`src/rtl/fsl_pkg.sv`:
```
// Constants, types and register map of the fault status and lock-up block
// How it works
// - Hard-fault status keeps three cause flags, each cleared by writing one.
// - Configurable status word is 32 bits: usage, bus, memmgmt fields joined.
// - New faults add status bits; only a written one clears a bit.
// - Bus and memmgmt fields hold a valid flag set when their address loads.
// - Memmgmt address captures data access violations only.
// - Bus address captures precise data errors only.
// - The two address registers may be separate or one shared register.
// - Trap enables turn divide-by-zero and unaligned accesses into usage faults.
// - Faults or service calls at priority -1/-2 skip normal exception entry.
// - Locked up, one fixed address is fetched and executed repeatedly.
// - Lock-up on precise load/store error with write-back restores the base.
// - Lock-up holds non-zero conditional-block state bits unadvanced.
// - Lock-up entry sets the debug lock-up bit and matching status bits.
// - An external output signals that lock-up has been entered.
// - NMI during hard-fault lock-up is taken; return link is lock address.
// - System reset ends lock-up and resets everything normally.
// - Debug halt during lock-up enters debug with PC at return context.
// - Vector read failure at reset or hard-fault entry locks at -1, all ones.
// - NMI vector read failure locks at -2 fetching all ones.
// - Fetch bus fault at -1/-2 locks; a later good fetch resumes.
// - Imprecise data bus fault at -1/-2 only becomes pending.
// - Precise data bus fault at -1/-2 locks, or only sets status if ignored.
package fsl_pkg;
  localparam int unsigned FSL_PAW = 12;
  // Register byte offsets
  localparam logic [11:0] FSL_OFF_CTRL = 12'h000;
  localparam logic [11:0] FSL_OFF_CONFIGURABLE_FAULT_STATUS = 12'h004;
  localparam logic [11:0] FSL_OFF_HARD_FAULT_STATUS = 12'h008;
  localparam logic [11:0] FSL_OFF_MEMMGMT_FAULT_ADDRESS = 12'h00C;
  localparam logic [11:0] FSL_OFF_BUS_FAULT_ADDRESS = 12'h010;
  localparam logic [11:0] FSL_OFF_LSTAT = 12'h014;
  localparam logic [11:0] FSL_OFF_LADDR = 12'h018;
  // Control bits
  localparam int unsigned FSL_CTRL_W = 3;
  localparam int unsigned FSL_CTRL_IGN = 0;
  localparam int unsigned FSL_CTRL_DIV = 1;
  localparam int unsigned FSL_CTRL_UNAL = 2;
  localparam logic [2:0] FSL_CTRL_RST = 3'h0;
  // Configurable status word: memmgmt [7:0], bus [15:8], usage [31:16]
  localparam int unsigned FSL_CF_IACC = 0;
  localparam int unsigned FSL_CF_DACC = 1;
  localparam int unsigned FSL_CF_MSTK = 4;
  localparam int unsigned FSL_CF_MMVALID = 7;
  localparam int unsigned FSL_CF_IBUS = 8;
  localparam int unsigned FSL_CF_PREC = 9;
  localparam int unsigned FSL_CF_IMPREC = 10;
  localparam int unsigned FSL_CF_STK = 12;
  localparam int unsigned FSL_CF_BFVALID = 15;
  localparam int unsigned FSL_CF_UNDEF = 16;
  localparam int unsigned FSL_CF_INVST = 17;
  localparam int unsigned FSL_CF_INVPC = 18;
  localparam int unsigned FSL_CF_NOCP = 19;
  localparam int unsigned FSL_CF_UNAL = 24;
  localparam int unsigned FSL_CF_DIV0 = 25;
  // Hard-fault status bits
  localparam int unsigned FSL_HF_VTBL = 1;
  localparam int unsigned FSL_HF_FORCED = 30;
  localparam int unsigned FSL_HF_DBG = 31;
  localparam logic [31:0] FSL_LOCK_VEC_ADDR = 32'hFFFFFFFF;
  localparam logic [31:0] FSL_REG_RST = 32'h0;

  typedef enum logic [4:0] {
    FSL_C_NONE = 5'h00, FSL_C_MM_DATA = 5'h01, FSL_C_MM_INSTR = 5'h02,
    FSL_C_MM_STACK = 5'h03, FSL_C_BUS_INSTR = 5'h04,
    FSL_C_BUS_PREC = 5'h05, FSL_C_BUS_IMPREC = 5'h06,
    FSL_C_BUS_STACK = 5'h07, FSL_C_UNDEF = 5'h08, FSL_C_INVSTATE = 5'h09,
    FSL_C_INVPC = 5'h0A, FSL_C_NOCP = 5'h0B, FSL_C_UNALIGNED = 5'h0C,
    FSL_C_DIVZERO = 5'h0D, FSL_C_SVC = 5'h0E, FSL_C_VT_RESET = 5'h0F,
    FSL_C_VT_NMI = 5'h10, FSL_C_VT_HARD = 5'h11
  } fsl_cause_t;

  typedef enum logic [1:0] {
    FSL_PRIO_NORM = 2'h0, FSL_PRIO_M1 = 2'h1, FSL_PRIO_M2 = 2'h2
  } fsl_prio_t;

  typedef enum logic [1:0] {
    FSL_EXC_MEM = 2'h0, FSL_EXC_BUS = 2'h1, FSL_EXC_USAGE = 2'h2,
    FSL_EXC_SVC = 2'h3
  } fsl_exc_kind_t;

  typedef enum logic [1:0] {
    FSL_ST_RUN = 2'b01, FSL_ST_LOCK = 2'b10
  } fsl_state_t;

  typedef struct packed {
    logic valid;
    fsl_cause_t cause;
    fsl_prio_t prio;
    logic [31:0] pc;
    logic [31:0] addr;
    logic base_wb;
    logic it_nonzero;
    logic forced;
  } fsl_fault_ev_t;

  typedef struct packed {
    logic valid;
    logic err;
  } fsl_fetch_rsp_t;

  typedef struct packed {
    logic valid;
    fsl_exc_kind_t kind;
  } fsl_exc_req_t;

  typedef struct packed {
    logic [31:0] addr;
    logic prio_m2;
    logic hold_it;
  } fsl_lock_info_t;
endpackage

```
`src/rtl/fsl_w1c_bits.sv`:
```
// Sticky status bits that hardware sets and software clears by writing one
`timescale 1ns/1ps
`default_nettype none
module fsl_w1c_bits #(
  parameter int unsigned WIDTH = 8
) (
  input wire logic pclk,
  input wire logic presetn,
  input wire logic [WIDTH-1:0] set_bits,
  input wire logic [WIDTH-1:0] clr_bits,
  output logic [WIDTH-1:0] q
);
  logic [WIDTH-1:0] q_ff;
  logic [WIDTH-1:0] nxt_q;

  // Refuse a width the logic cannot hold
  if (WIDTH < 1 || WIDTH > 32) begin : g_bad_width
    $error("fsl_w1c_bits: WIDTH must be 1 to 32");
  end

  // Set wins over a clear in the same cycle
  assign nxt_q = (q_ff & ~clr_bits) | set_bits;
  assign q = q_ff;

  // Status storage
  always_ff @(posedge pclk or negedge presetn) begin
    if (!presetn) begin
      q_ff <= '0;
    end else begin
      q_ff <= nxt_q;
    end
  end
endmodule
`default_nettype wire

```
`src/rtl/fsl_fault_unit.sv`:
```
// Fault status recording, fault addresses and lock-up control
//
// The implementer's own choices: the placing of the registers and the APB register port.
`timescale 1ns/1ps
`default_nettype none
module fsl_fault_unit #(
  parameter bit SHARED_FAR = 1'b0
) (
  input wire logic pclk,
  input wire logic presetn,
  input wire logic psel,
  input wire logic penable,
  input wire logic pwrite,
  input wire logic [fsl_pkg::FSL_PAW-1:0] paddr,
  input wire logic [31:0] pwdata,
  output logic [31:0] prdata,
  output logic pready,
  output logic pslverr,
  input wire fsl_pkg::fsl_fault_ev_t fault_ev,
  input wire logic bkpt_escalated,
  input wire fsl_pkg::fsl_fetch_rsp_t lock_fetch_rsp,
  input wire logic nmi_req,
  input wire logic dbg_halt_req,
  output fsl_pkg::fsl_exc_req_t exc_req,
  output logic bus_fault_pend,
  output logic lockup,
  output logic dbg_lockup_flag,
  output fsl_pkg::fsl_lock_info_t lock_info,
  output logic lock_fetch_req,
  output logic lock_exec,
  output logic restore_base,
  output logic resume,
  output logic nmi_take,
  output logic dbg_enter,
  output logic [31:0] return_pc
);
  import fsl_pkg::*;

  // APB decode
  wire setup = psel && !penable;
  wire access = psel && penable;
  wire sel_ctrl = paddr == FSL_OFF_CTRL;
  wire sel_configurable_fault_status = paddr == FSL_OFF_CONFIGURABLE_FAULT_STATUS;
  wire sel_hard_fault_status = paddr == FSL_OFF_HARD_FAULT_STATUS;
  wire sel_memmgmt_fault_address = paddr == FSL_OFF_MEMMGMT_FAULT_ADDRESS;
  wire sel_bus_fault_address = paddr == FSL_OFF_BUS_FAULT_ADDRESS;
  wire sel_lstat = paddr == FSL_OFF_LSTAT;
  wire sel_laddr = paddr == FSL_OFF_LADDR;
  wire mapped = sel_ctrl || sel_configurable_fault_status || sel_hard_fault_status || sel_memmgmt_fault_address || sel_bus_fault_address
    || sel_lstat || sel_laddr;
  wire wr = access && pwrite && mapped;
  wire rd_setup = setup && !pwrite;
  assign pready = 1'b1;
  assign pslverr = access && !mapped;

  // Registers and state
  logic [FSL_CTRL_W-1:0] ctrl_ff;
  logic [31:0] mm_far_ff;
  logic [31:0] bus_far_ff;
  logic [31:0] prdata_ff;
  fsl_state_t state_ff;
  fsl_state_t nxt_state;
  logic [31:0] lock_addr_ff;
  logic [31:0] nxt_lock_addr;
  logic lock_m2_ff;
  logic lock_ibus_ff;
  logic hold_it_ff;
  logic restore_ff;
  logic exec_ff;
  logic resume_ff;
  logic nmi_take_ff;
  logic dbg_enter_ff;
  logic [31:0] ret_pc_ff;
  logic bus_pend_ff;
  fsl_exc_req_t exc_ff;
  fsl_exc_req_t nxt_exc;
  logic [31:0] configurable_fault_status_q;
  logic [2:0] hard_fault_status_q;

  // Event classification
  wire ev = fault_ev.valid;
  wire fsl_cause_t cause = fault_ev.cause;
  wire hi = fault_ev.prio != FSL_PRIO_NORM;
  wire is_vt = cause inside {FSL_C_VT_RESET, FSL_C_VT_NMI, FSL_C_VT_HARD};
  wire is_mm = cause inside {FSL_C_MM_DATA, FSL_C_MM_INSTR, FSL_C_MM_STACK};
  wire is_bus = cause inside {FSL_C_BUS_INSTR, FSL_C_BUS_PREC,
    FSL_C_BUS_IMPREC, FSL_C_BUS_STACK};
  wire div_en = ctrl_ff[FSL_CTRL_DIV];
  wire unal_en = ctrl_ff[FSL_CTRL_UNAL];
  wire ign_en = ctrl_ff[FSL_CTRL_IGN];
  wire trap_ok = (cause == FSL_C_DIVZERO) ? div_en :
    (cause == FSL_C_UNALIGNED) ? unal_en : 1'b1;
  wire live = ev && trap_ok && cause != FSL_C_NONE;
  wire prec_ign = cause == FSL_C_BUS_PREC && hi && ign_en;
  wire imp_pend = live && cause == FSL_C_BUS_IMPREC && hi;
  wire running = state_ff == FSL_ST_RUN;
  // high priority diverts away from normal entry
  wire lock_go = live && running && (is_vt || (hi && !prec_ign &&
    cause != FSL_C_BUS_IMPREC));
  wire normal_go = live && !hi && !is_vt;
  wire mm_load = live && cause == FSL_C_MM_DATA;
  wire bus_load = live && cause == FSL_C_BUS_PREC;

  // Status bit for each cause
  function automatic logic [31:0] cause_mask(input fsl_cause_t c);
    logic [31:0] m;
    m = 32'h0;
    case (c)
      FSL_C_MM_DATA: m = 32'h1 << FSL_CF_DACC;
      FSL_C_MM_INSTR: m = 32'h1 << FSL_CF_IACC;
      FSL_C_MM_STACK: m = 32'h1 << FSL_CF_MSTK;
      FSL_C_BUS_INSTR: m = 32'h1 << FSL_CF_IBUS;
      FSL_C_BUS_PREC: m = 32'h1 << FSL_CF_PREC;
      FSL_C_BUS_IMPREC: m = 32'h1 << FSL_CF_IMPREC;
      FSL_C_BUS_STACK: m = 32'h1 << FSL_CF_STK;
      FSL_C_UNDEF: m = 32'h1 << FSL_CF_UNDEF;
      FSL_C_SVC: m = 32'h1 << FSL_CF_UNDEF;
      FSL_C_INVSTATE: m = 32'h1 << FSL_CF_INVST;
      FSL_C_INVPC: m = 32'h1 << FSL_CF_INVPC;
      FSL_C_NOCP: m = 32'h1 << FSL_CF_NOCP;
      FSL_C_UNALIGNED: m = 32'h1 << FSL_CF_UNAL;
      FSL_C_DIVZERO: m = 32'h1 << FSL_CF_DIV0;
      default: m = 32'h0;
    endcase
    return m;
  endfunction

  // valid flags ride with address loads
  wire [31:0] valid_set = (mm_load ? (32'h1 << FSL_CF_MMVALID) : 32'h0)
    | (bus_load ? (32'h1 << FSL_CF_BFVALID) : 32'h0);
  // status set for every live fault, locking or not
  wire [31:0] configurable_fault_status_set = live ? (cause_mask(cause) | valid_set) : 32'h0;
  wire [31:0] configurable_fault_status_clr = (wr && sel_configurable_fault_status) ? pwdata : 32'h0;
  wire [2:0] hard_fault_status_set = {bkpt_escalated, live && fault_ev.forced,
    live && is_vt};
  wire [2:0] hard_fault_status_clr = (wr && sel_hard_fault_status) ?
    {pwdata[FSL_HF_DBG], pwdata[FSL_HF_FORCED], pwdata[FSL_HF_VTBL]} : 3'h0;

  fsl_w1c_bits #(.WIDTH(32)) u_configurable_fault_status (
    .pclk(pclk),
    .presetn(presetn),
    .set_bits(configurable_fault_status_set),
    .clr_bits(configurable_fault_status_clr),
    .q(configurable_fault_status_q)
  );

  fsl_w1c_bits #(.WIDTH(3)) u_hard_fault_status (
    .pclk(pclk),
    .presetn(presetn),
    .set_bits(hard_fault_status_set),
    .clr_bits(hard_fault_status_clr),
    .q(hard_fault_status_q)
  );

  // Read mux
  wire [31:0] mm_far_rd = mm_far_ff;
  wire [31:0] bus_far_rd = SHARED_FAR ? mm_far_ff : bus_far_ff;
  wire [31:0] hard_fault_status_rd = ({31'h0, hard_fault_status_q[2]} << FSL_HF_DBG)
    | ({31'h0, hard_fault_status_q[1]} << FSL_HF_FORCED)
    | ({31'h0, hard_fault_status_q[0]} << FSL_HF_VTBL);
  wire [31:0] rd_data = sel_ctrl ? {29'h0, ctrl_ff} :
    sel_configurable_fault_status ? configurable_fault_status_q :
    sel_hard_fault_status ? hard_fault_status_rd :
    sel_memmgmt_fault_address ? mm_far_rd :
    sel_bus_fault_address ? bus_far_rd :
    sel_lstat ? {29'h0, hold_it_ff, lock_m2_ff, lockup} :
    sel_laddr ? lock_addr_ff : 32'h0;

  // Control register and read data
  always_ff @(posedge pclk or negedge presetn) begin
    if (!presetn) begin
      ctrl_ff <= FSL_CTRL_RST;
      prdata_ff <= FSL_REG_RST;
    end else begin
      if (wr && sel_ctrl) begin
        ctrl_ff <= pwdata[FSL_CTRL_W-1:0];
      end
      if (rd_setup) begin
        prdata_ff <= rd_data;
      end
    end
  end

  wire [31:0] nxt_mm_far = mm_load ? fault_ev.addr :
    (SHARED_FAR && bus_load) ? fault_ev.addr :
    (wr && (sel_memmgmt_fault_address || (SHARED_FAR && sel_bus_fault_address))) ? pwdata : mm_far_ff;
  wire [31:0] nxt_bus_far = SHARED_FAR ? FSL_REG_RST :
    bus_load ? fault_ev.addr : (wr && sel_bus_fault_address) ? pwdata : bus_far_ff;

  always_ff @(posedge pclk or negedge presetn) begin
    if (!presetn) begin
      mm_far_ff <= FSL_REG_RST;
      bus_far_ff <= FSL_REG_RST;
    end else begin
      mm_far_ff <= nxt_mm_far;
      bus_far_ff <= nxt_bus_far;
    end
  end

  // Normal exception request and its kind
  always_comb begin
    nxt_exc.valid = normal_go;
    nxt_exc.kind = is_mm ? FSL_EXC_MEM : is_bus ? FSL_EXC_BUS :
      (cause == FSL_C_SVC) ? FSL_EXC_SVC : FSL_EXC_USAGE;
  end

  // Lock-up exits and events
  wire fetch_ok = lock_fetch_rsp.valid && !lock_fetch_rsp.err;
  wire halt_exit = !running && dbg_halt_req;
  wire nmi_exit = !running && !lock_m2_ff && nmi_req && !dbg_halt_req;
  wire auto_exit = !running && lock_ibus_ff && fetch_ok && !dbg_halt_req
    && !nmi_exit;
  // vector failures lock at all ones
  wire [31:0] go_addr = is_vt ? FSL_LOCK_VEC_ADDR : fault_ev.pc;
  wire go_m2 = (cause == FSL_C_VT_NMI) ||
    (!is_vt && fault_ev.prio == FSL_PRIO_M2);

  // Lock-up state machine
  always_comb begin
    nxt_state = state_ff;
    nxt_lock_addr = lock_addr_ff;
    case (state_ff)
      FSL_ST_RUN: begin
        if (lock_go) begin
          nxt_state = FSL_ST_LOCK;
          nxt_lock_addr = go_addr;
        end
      end
      FSL_ST_LOCK: begin
        if (halt_exit || nmi_exit || auto_exit) begin
          nxt_state = FSL_ST_RUN;
        end
      end
      default: begin
        nxt_state = FSL_ST_RUN;
      end
    endcase
  end

  always_ff @(posedge pclk or negedge presetn) begin
    if (!presetn) begin
      state_ff <= FSL_ST_RUN;
      lock_addr_ff <= FSL_REG_RST;
    end else begin
      state_ff <= nxt_state;
      lock_addr_ff <= nxt_lock_addr;
    end
  end

  // Captured lock-up context
  always_ff @(posedge pclk or negedge presetn) begin
    if (!presetn) begin
      lock_m2_ff <= 1'b0;
      lock_ibus_ff <= 1'b0;
      hold_it_ff <= 1'b0;
    end else if (lock_go) begin
      lock_m2_ff <= go_m2;
      lock_ibus_ff <= cause == FSL_C_BUS_INSTR;
      hold_it_ff <= fault_ev.it_nonzero;
    end else if (nxt_state == FSL_ST_RUN) begin
      lock_m2_ff <= 1'b0;
      lock_ibus_ff <= 1'b0;
      hold_it_ff <= 1'b0;
    end
  end

  // One-cycle strobes and return context
  always_ff @(posedge pclk or negedge presetn) begin
    if (!presetn) begin
      restore_ff <= 1'b0;
      exec_ff <= 1'b0;
      resume_ff <= 1'b0;
      nmi_take_ff <= 1'b0;
      dbg_enter_ff <= 1'b0;
      ret_pc_ff <= FSL_REG_RST;
      bus_pend_ff <= 1'b0;
      exc_ff <= '0;
    end else begin
      restore_ff <= lock_go && fault_ev.base_wb &&
        (cause == FSL_C_BUS_PREC || cause == FSL_C_MM_DATA);
      // a good lock fetch is executed again
      exec_ff <= !running && fetch_ok && !lock_ibus_ff && !halt_exit
        && !nmi_exit;
      resume_ff <= auto_exit;
      nmi_take_ff <= nmi_exit;
      dbg_enter_ff <= halt_exit;
      if (halt_exit || nmi_exit) begin
        ret_pc_ff <= lock_addr_ff;
      end
      bus_pend_ff <= imp_pend;
      exc_ff <= nxt_exc;
    end
  end

  // Outputs
  // lock-up level out and debug flag
  assign lockup = state_ff == FSL_ST_LOCK;
  assign dbg_lockup_flag = lockup;
  assign lock_fetch_req = lockup;
  assign lock_info = '{addr: lock_addr_ff, prio_m2: lock_m2_ff,
    hold_it: hold_it_ff};
  assign lock_exec = exec_ff;
  assign restore_base = restore_ff;
  assign resume = resume_ff;
  assign nmi_take = nmi_take_ff;
  assign dbg_enter = dbg_enter_ff;
  assign return_pc = ret_pc_ff;
  assign bus_fault_pend = bus_pend_ff;
  assign exc_req = exc_ff;
  assign prdata = prdata_ff;
endmodule
`default_nettype wire

```
`config.mk`:
```
export PLATFORM = sky130hd
export DESIGN_NAME = fsl_fault_unit
export DESIGN_NICKNAME = d
export VERILOG_FILES = /design/src/rtl/fsl_pkg.sv /design/src/rtl/fsl_w1c_bits.sv /design/src/rtl/fsl_fault_unit.sv
export SDC_FILE = /design/constraint.sdc
export NUM_CORES = 1
export LEC_CHECK = 0
export BUFFER_PORTS_ARGS = -buffer_cell sky130_fd_sc_hd__buf_2
export CORE_MARGIN = 1
export CORE_UTILIZATION = 50
export CTS_CLUSTER_DIAMETER = 150
export DETAILED_ROUTE_END_ITERATION = 8
export PLACE_DENSITY = 0.75
export SLEW_MARGIN = 30
export SYNTH_ARGS = -nofsm -noshare
export SYNTH_HDL_FRONTEND = slang
export SYNTH_SLANG_ARGS = --single-unit
```
`constraint.sdc`:
```
create_clock -name pclk -period 2.5 [get_ports pclk]
set_input_delay 0.125 -clock pclk [delete_from_list [all_inputs] [get_ports pclk]]
set_output_delay 0.125 -clock pclk [all_outputs]
set_load 0.01 [all_outputs]
```
==> impl_metrics.py, run 1 <==
metrics = {
    "grt": {
        "grt_pass1_wl_mm": 52.18,
        "grt_max_degree": 82,
        "grt_use_total_pct": 31.08,
        "overflow": 0,
        "antenna_found_initial": 1,
        "grt_pass1_vias": 9660,
    },
    "floorplan": {
        "fp-row-count": 51,
        "dieArea_mm2": 0.02105,
        "io_pins": 241,
        "die_w_um": 145.1,
        "core_area_mm2": 0.01978,
        "start_util_pct": 51.76,
        "die_h_um": 145.1,
    },
    "cells_and_area": {
        "n_antenna_cell": 0,
        "nNetsFinal": 1497,
        "synthToLayoutAreaGrowth_pct": 34.91,
        "layoutNonFillerInstCount": 1642,
        "final_area_mm2": 0.01381,
        "drive_gt1_share_pct": 27.31,
    },
    "cts": {
        "clock-sinks": 212,
        "insertion_delay_ps": 500,
        "cts_made_buffers": 23,
        "cts_root_buf": "clkbuf_16",
        "clock_path_buffers": 3,
        "cts_tree": "yes",
        "cts.clk_slew.worst_paths_ps": 60,
        "h-tree-depth": 1,
    },
    "timing": {
        "fin_crit_ps": 2398,
        "rsz0062_at_grt": "no",
        "setup_tns_ps": 0,
        "setup_violations": 0,
        "hold_violations": 0,
        "period_share_pct": 95.91,
        "skew_ps": 7.799,
        "slew_viol_final": 0,
        "timing.hold.ws_ps": 20.43,
        "relSlewSlack_pct": 27.57,
        "tightest_slew_ps": 1071,
        "fmax_ghz": 0.4171,
    },
    "detailed_routing": {
        "vias": 9470,
        "ant_nets": 0,
        "via_per_inst": 5.767,
        "wirelength_mm": 33.12,
        "dr.pass1.iters": 7,
        "routedWlPerCell_um": 20.17,
        "first_iter_violations": 661,
        "drcViolationCount": 0,
    },
    "power_and_ir_drop": {
        "finalPower_w": 0.01152,
        "powerDensity_mw_per_mm2": 833.9,
        "peakVddDrop_mv": 0.6983,
        "p_leak_nw": 6.272,
    },
    "critical_path": {
        "cp-start-kind": "input pin",
        "cp.required_ps": 2940,
        "critical_path_class": "in2reg",
        "worstPathMaxFanout": 33,
        "reg2reg_slack_ps": 270,
        "endpoint_kind": "flip-flop",
        "cp_data_arrival_time_ps": 2830,
    },
    "place": {
        "gp_congestion": 0.8623,
        "dp_cells": 1471,
        "dp_hpwl_mm": 20.22,
        "dpl-instance-area_mm2": 0.01171,
        "portBuffers": 239,
    },
    "synth": {
        "synthCells": 1020,
        "ys_warn_count": 0,
        "ys_types": 66,
        "seq_area_frac_synth_pct": 51.83,
        "syn_area_mm2": 0.01024,
        "synth_flop_cell": "dfrtp_1",
        "async_flop_share_pct": 100.0,
        "synth_edf_count": 0,
        "avgSynthCellArea_um2": 10.04,
        "ys_ff_latch": 212,
        "synth_nets": 1151,
    },
    "run": {
        "drv_cap": 0,
    },
    "status": {
        "status": "finished clean",
    },
    "min_path": {
        "min-delay-path-class": "in2reg",
    },
}
registers in the layout, indices dropped and copies added (netlist names), 2 cells and up:
| name | count |
|---|---|
| bus_far_ff | 32 |
| u_configurable_fault_status.q | 32 |
| exc_req | 3 |
| state_ff | 2 |
| prdata | 32 |
| u_hard_fault_status.q | 3 |
| mm_far_ff | 32 |
| lock_addr_ff | 32 |
| ctrl_ff | 3 |
| return_pc | 32 |
layer usage:
| metal | share of wire (%) | vias up | track usage, % | routed length [um] |
|---|---|---|---|---|
| met5 | 0 | - | 0 | 0 |
| met2 | 49 | 467 | 52.69 | 16330 |
| met3 | 7.5 | 73 | 5.126 | 2491 |
| li1 | - | 4290 | - | - |
| met4 | 2.4 | 0 | 9.474 | 806 |
| met1 | 41 | 4640 | 40.75 | 13490 |
stage by stage:
stage	utilization, %	setup WS (ps)
finish	69.83	102.2
global route	69.83	1.650
CTS	69.62	232.1
detailed placement	59.20	386.9
global placement	59.20	467.4
floorplan	-	411.7
power by group:
group,internal (W),switching [W]
clock,0.00202,0.00135
sequential,0.00425,0.000653
combinational,0.00157,0.00168
worst paths after layout:
kind                                                          to                              from  depth (start not counted)
min in group asynchronous                           restore_base                           presetn                          2
max in group asynchronous                          mm_far_ff[14]                           presetn                          3
worst max register to register                        exc_req[2]                        ctrl_ff[2]                          5
worst min-delay path                                  exc_req[1]                      fault_ev[69]                          2
worst max-delay path                               mm_far_ff[28]                      fault_ev[70]                          9
worst min register to register  u_configurable_fault_status.q[7]  u_configurable_fault_status.q[7]                          1
critical path, stage by stage:
cell           delay [ps]
dlygate4sd3_1         530
buf_2                 200
and2b_2               310
nand2_1               180
nor4_4                350
bufbuf_16             390
nand2_1                90
o21ai_1                90
dlygate4sd3_1         560
final cells by class:
class	count	area [um2]
sequential	212	5306
clock buffer	32	659.4
fill	1514	5968
tap	265	331.6
multi-input combinational	716	4493
clock inverter	4	70.07
inverter	9	33.78
timing repair buffer	404	2919
cell families (layout without fill, tap and decap cells):
group | Yosys count | in the layout | share of synthesized area (%)
muxes | 104 | 104 | 10.61
xor gates and xnor gates | 1 | 1 | 0.08556
and+or+nand+nor | 323 | 323 | 15.46
buffers and inverters | 92 | 449 | 4.925
AOI/OAI and AO/OA | 285 | 285 | 16.82
DFF | 212 | 212 | 51.83
adders and majority gates | 2 | 2 | 0.2444
other | 1 | 1 | 0.03663
cells in the final DEF (no fill, tap or decap), types with 6 or more instances in the layout:
cell           instances
nand2_1              157
buf_12                 9
o21ai_1              119
inv_1                  9
buf_4                 21
a31oi_1               29
dfrtp_1              211
buf_2                238
mux2i_1               68
nor3_1                 6
and2_1                28
a21o_1                 6
nand2_2               10
dlygate4sd3_1        133
a21oi_1               64
a21boi_0              17
nand3_1               61
mux2_2                36
nor2_1                21
o21ai_0               10
clkbuf_16             23
a22o_1                 7
cells in the mapped netlist (all sizes together) (2+ instances only):
library cell	count	area share (%)
a211o	2	0.17
a211oi	2	0.20
a21boi	17	1.2
a21o	7	0.51
a21oi	64	3.1
a221oi	3	0.26
a22o	7	0.60
a22oi	2	0.15
a31o	5	0.43
a31oi	29	1.8
a32o	4	0.39
and2	29	1.8
and2b	2	0.15
and3	3	0.18
and3b	2	0.17
buf	49	3.3
clkbuf	34	1.3
dfrtp	211	52
ha	2	0.24
inv	9	0.33
mux2	36	4.0
mux2i	68	6.6
nand2	167	6.3
nand2b	5	0.31
nand3	62	3.1
nand4	2	0.12
nor2	23	0.92
nor2b	5	0.31
nor3	10	0.76
nor4	5	0.66
nor4b	2	0.17
o21ai	129	6.3
o22ai	2	0.12
o31ai	5	0.64
timing repair:
| action | in CTS | in global routing |
|---|---|---|
| buffers inserted | 0 | 1 |
| hold buffers | 133 | 0 |
| hold endpoints to repair | 217 | 0 |
| endpoints found under the setup margin | 0 | 1 |
| resized for setup | 0 | 3 |
No activity file was read; power rests on OpenSTA's default activity.
==> inputs of run 2 (changes only) <==
--- a/config.mk
+++ b/config.mk
@@ -5,6 +5,7 @@
 export SDC_FILE = /design/constraint.sdc
 export NUM_CORES = 1
 export LEC_CHECK = 0
+export ABC_AREA = 1
 export BUFFER_PORTS_ARGS = -buffer_cell sky130_fd_sc_hd__buf_2
 export CORE_MARGIN = 1
 export CORE_UTILIZATION = 50
==> run 2 against run 1 <==
Against the previous run: combinational power decreased by 10%; largest power group unchanged; flip-flop and latch count unchanged; maximum frequency increased by 10%; critical path type unchanged; critical endpoint is now bus_far_ff[17]; sequential share of layout area increased by 0.21 points; non-clock buffer count decreased by 36.
==> impl_metrics.py, run 2 <==
metrics = {
    "cells_and_area": {
        "post-route-util_pct": 67.25,
        "nNetsFinal": 1817,
        "synthToLayoutAreaGrowth_pct": 30.28,
        "layout_commonest_cell": "nand2_1",
        "final_cell_mix": "nand2_1, buf_2, dfrtp_1, inv_1, o21ai_0",
        "drive_gt1_share_pct": 21.06,
    },
    "detailed_routing": {
        "wl_met3_mm": 2.125,
        "drcViolationCount": 0,
        "top_layer": "met5",
        "routedWlPerCell_um": 16.26,
        "dr.pass1.iters": 5,
        "wirelength_met1_mm": 13.37,
        "first_iter_violations": 582,
        "via_per_inst": 5.263,
        "vias": 10380,
        "ant_nets": 0,
        "wirelength_mm": 32.08,
        "wl_met2_mm": 15.60,
    },
    "grt": {
        "overflow": 0,
        "grt_use_total_pct": 29.88,
        "grt_pass1_wl_mm": 51.94,
        "antenna_found_initial": 4,
        "grt_pass1_vias": 10200,
        "grt_max_degree": 68,
    },
    "floorplan": {
        "start_util_pct": 51.62,
        "io_pins": 241,
        "die_h_um": 147.2,
        "dieArea_mm2": 0.02168,
        "die_w_um": 147.2,
        "fp-row-count": 52,
        "core_area_mm2": 0.02043,
    },
    "synth": {
        "avgSynthCellArea_um2": 7.725,
        "seq_area_frac_synth_pct": 50.32,
        "yosysTopAreaCell": "dfrtp_1",
        "ys_top_cells_by_area": "dfrtp_1, nand2_1, inv_1",
        "synth_flop_cell": "dfrtp_1",
        "synth_common_cells": "nand2_1, dfrtp_1, inv_1",
        "synthCells": 1365,
        "synth_nets": 1496,
        "yosysMostFrequentCell": "nand2_1",
        "syn_area_mm2": 0.01055,
        "yosysTopAreaCellShare_pct": 50.07,
        "synth_edf_count": 0,
        "ys_warn_count": 0,
        "async_flop_share_pct": 100.0,
        "ys_ff_latch": 212,
        "ys_types": 38,
    },
    "timing": {
        "period_share_pct": 87.17,
        "setup_ws_ps": 320.7,
        "rsz0062_at_grt": "no",
        "tightest_slew_ps": 551.7,
        "slew_viol_final": 0,
        "fmax_ghz": 0.4589,
        "skew_ps": 28.41,
        "relSlewSlack_pct": 62.99,
        "setup_tns_ps": 0,
        "hold_violations": 0,
        "fin_crit_ps": 2179,
        "timing.hold.ws_ps": 3.968,
        "setup_violations": 0,
    },
    "cts": {
        "postCtsSetupRepairBufs": 0,
        "cts.clk_slew.worst_paths_ps": 60,
        "cts_made_buffers": 23,
        "clock-sinks": 212,
        "clock_path_buffers": 3,
        "h-tree-depth": 1,
        "cts_root_buf": "clkbuf_16",
        "insertion_delay_ps": 520,
        "cts_tree": "yes",
        "post_cts_resized": 0,
    },
    "min_path": {
        "hp-start": "fault_ev[23]",
        "min-delay-path-class": "in2reg",
    },
    "critical_path": {
        "reg2regPathDepth": 8,
        "critical_path_class": "in2reg",
        "crit-reg2reg-launch": "state_ff[0]",
        "crit_start": "fault_ev[73]",
        "crit_end": "bus_far_ff[17]",
        "reg2reg_slack_ps": 490,
        "cp_data_arrival_time_ps": 2570,
        "cp.required_ps": 2890,
        "worstPathMaxFanout": 48,
        "regToRegEndpoint": "lock_addr_ff[29]",
        "cp-start-kind": "input pin",
        "endpoint_kind": "flip-flop",
    },
    "power_and_ir_drop": {
        "finalPower_w": 0.01086,
        "p_leak_nw": 7.737,
        "peakVddDrop_mv": 0.5125,
        "powerDensity_mw_per_mm2": 790.4,
    },
    "place": {
        "gp_congestion": 0.8964,
        "portBuffers": 239,
        "dp_hpwl_mm": 20.46,
        "place_ws_ps": 478.1,
    },
    "status": {
        "status": "finished clean",
    },
    "run": {
        "drv_cap": 0,
    },
}
-- run 2: changes by cell type in the layout (fill, tap and decap cells not counted), sizes merged, moves of 26 or more --
| cell | before | now |
|---|---|---|
| mux2i | 68 | 0 |
| inv | 9 | 187 |
| dlygate4sd3 | 133 | 102 |
| a31oi | 29 | 0 |
| mux2 | 36 | 4 |
| o21ai | 129 | 169 |
| o22ai | 2 | 28 |
| nand2 | 167 | 437 |
| and2 | 29 | 0 |
| nand3 | 62 | 92 |
| nor2 | 23 | 70 |
-- run 2: worst min-delay path by stage --
stage	end	slack, ps	cells after the start
2_1_floorplan	bus_far_ff[0]	-170	0
3_3_place_gp	lock_addr_ff[3]	120	1
3_5_place_dp	lock_addr_ff[3]	120	1
4_1_cts	mm_far_ff[13]	0.2	5
5_1_grt	bus_far_ff[2]	10	5
6_report	mm_far_ff[20]	4	5
-- run 2: final cells by class --
class,count,area (um2)
Fill cell,1703,6691
Antenna cell,3,7.507
Clock inverter,4,23.77
Timing Repair Buffer,368,2505
Inverter,188,705.7
Tap cell,270,337.8
Clock buffer,35,690.7
Multi-Input combinational cell,893,4161
Sequential cell,212,5306
-- run 2: power by group --
part           switching, W  internal, W
Clock               0.00135      0.00189
Combinational       0.00176      0.00115
Sequential         0.000456      0.00426
Total               0.00356      0.00730
-- run 2: per-layer routing --
metal	track usage, %	vias up
li1	-	4970
met1	38.89	4923
met2	50.90	411
met3	4.317	78
met4	10.46	2
met5	0	-
-- run 2: per-stage QoR --
stage	std cells	area (um2)
2_1_floorplan	1365	10550
3_3_place_gp	1829	12000
3_5_place_dp	1829	12000
4_1_cts	1970	13730
5_1_grt	1972	13740
6_report	1973	13740
-- run 2: logic make-up after synthesis --
| family | after synthesis | share of synthesized area, % |
|---|---|---|
| AO/OA/AOI/OAI | 259 | 12.71 |
| flip-flops | 212 | 50.32 |
| multiplexers | 4 | 0.4271 |
| other | 1 | 0.03556 |
| adder cells (fa/ha/maj) | 2 | 0.2373 |
| AND/OR/NAND/NOR | 627 | 25.82 |
| buffers and inverters | 260 | 10.45 |
-- run 2: worst max-delay path, stage by stage --
cell,delay [ps]
dlygate4sd3_1,560
buf_2,150
inv_1,100
nand3_1,150
nor2_1,200
nand2_1,90
nand3_2,110
inv_2,70
buf_4,190
nand2_4,80
buf_4,410
o21ai_0,170
nand2_1,90
nand2_1,50
-- run 2: what timing repair did --
action                                  in CTS  in global routing
endpoints found under the setup margin       0                  0
hold buffers                               102                  0
endpoints found under the hold margin      203                  0
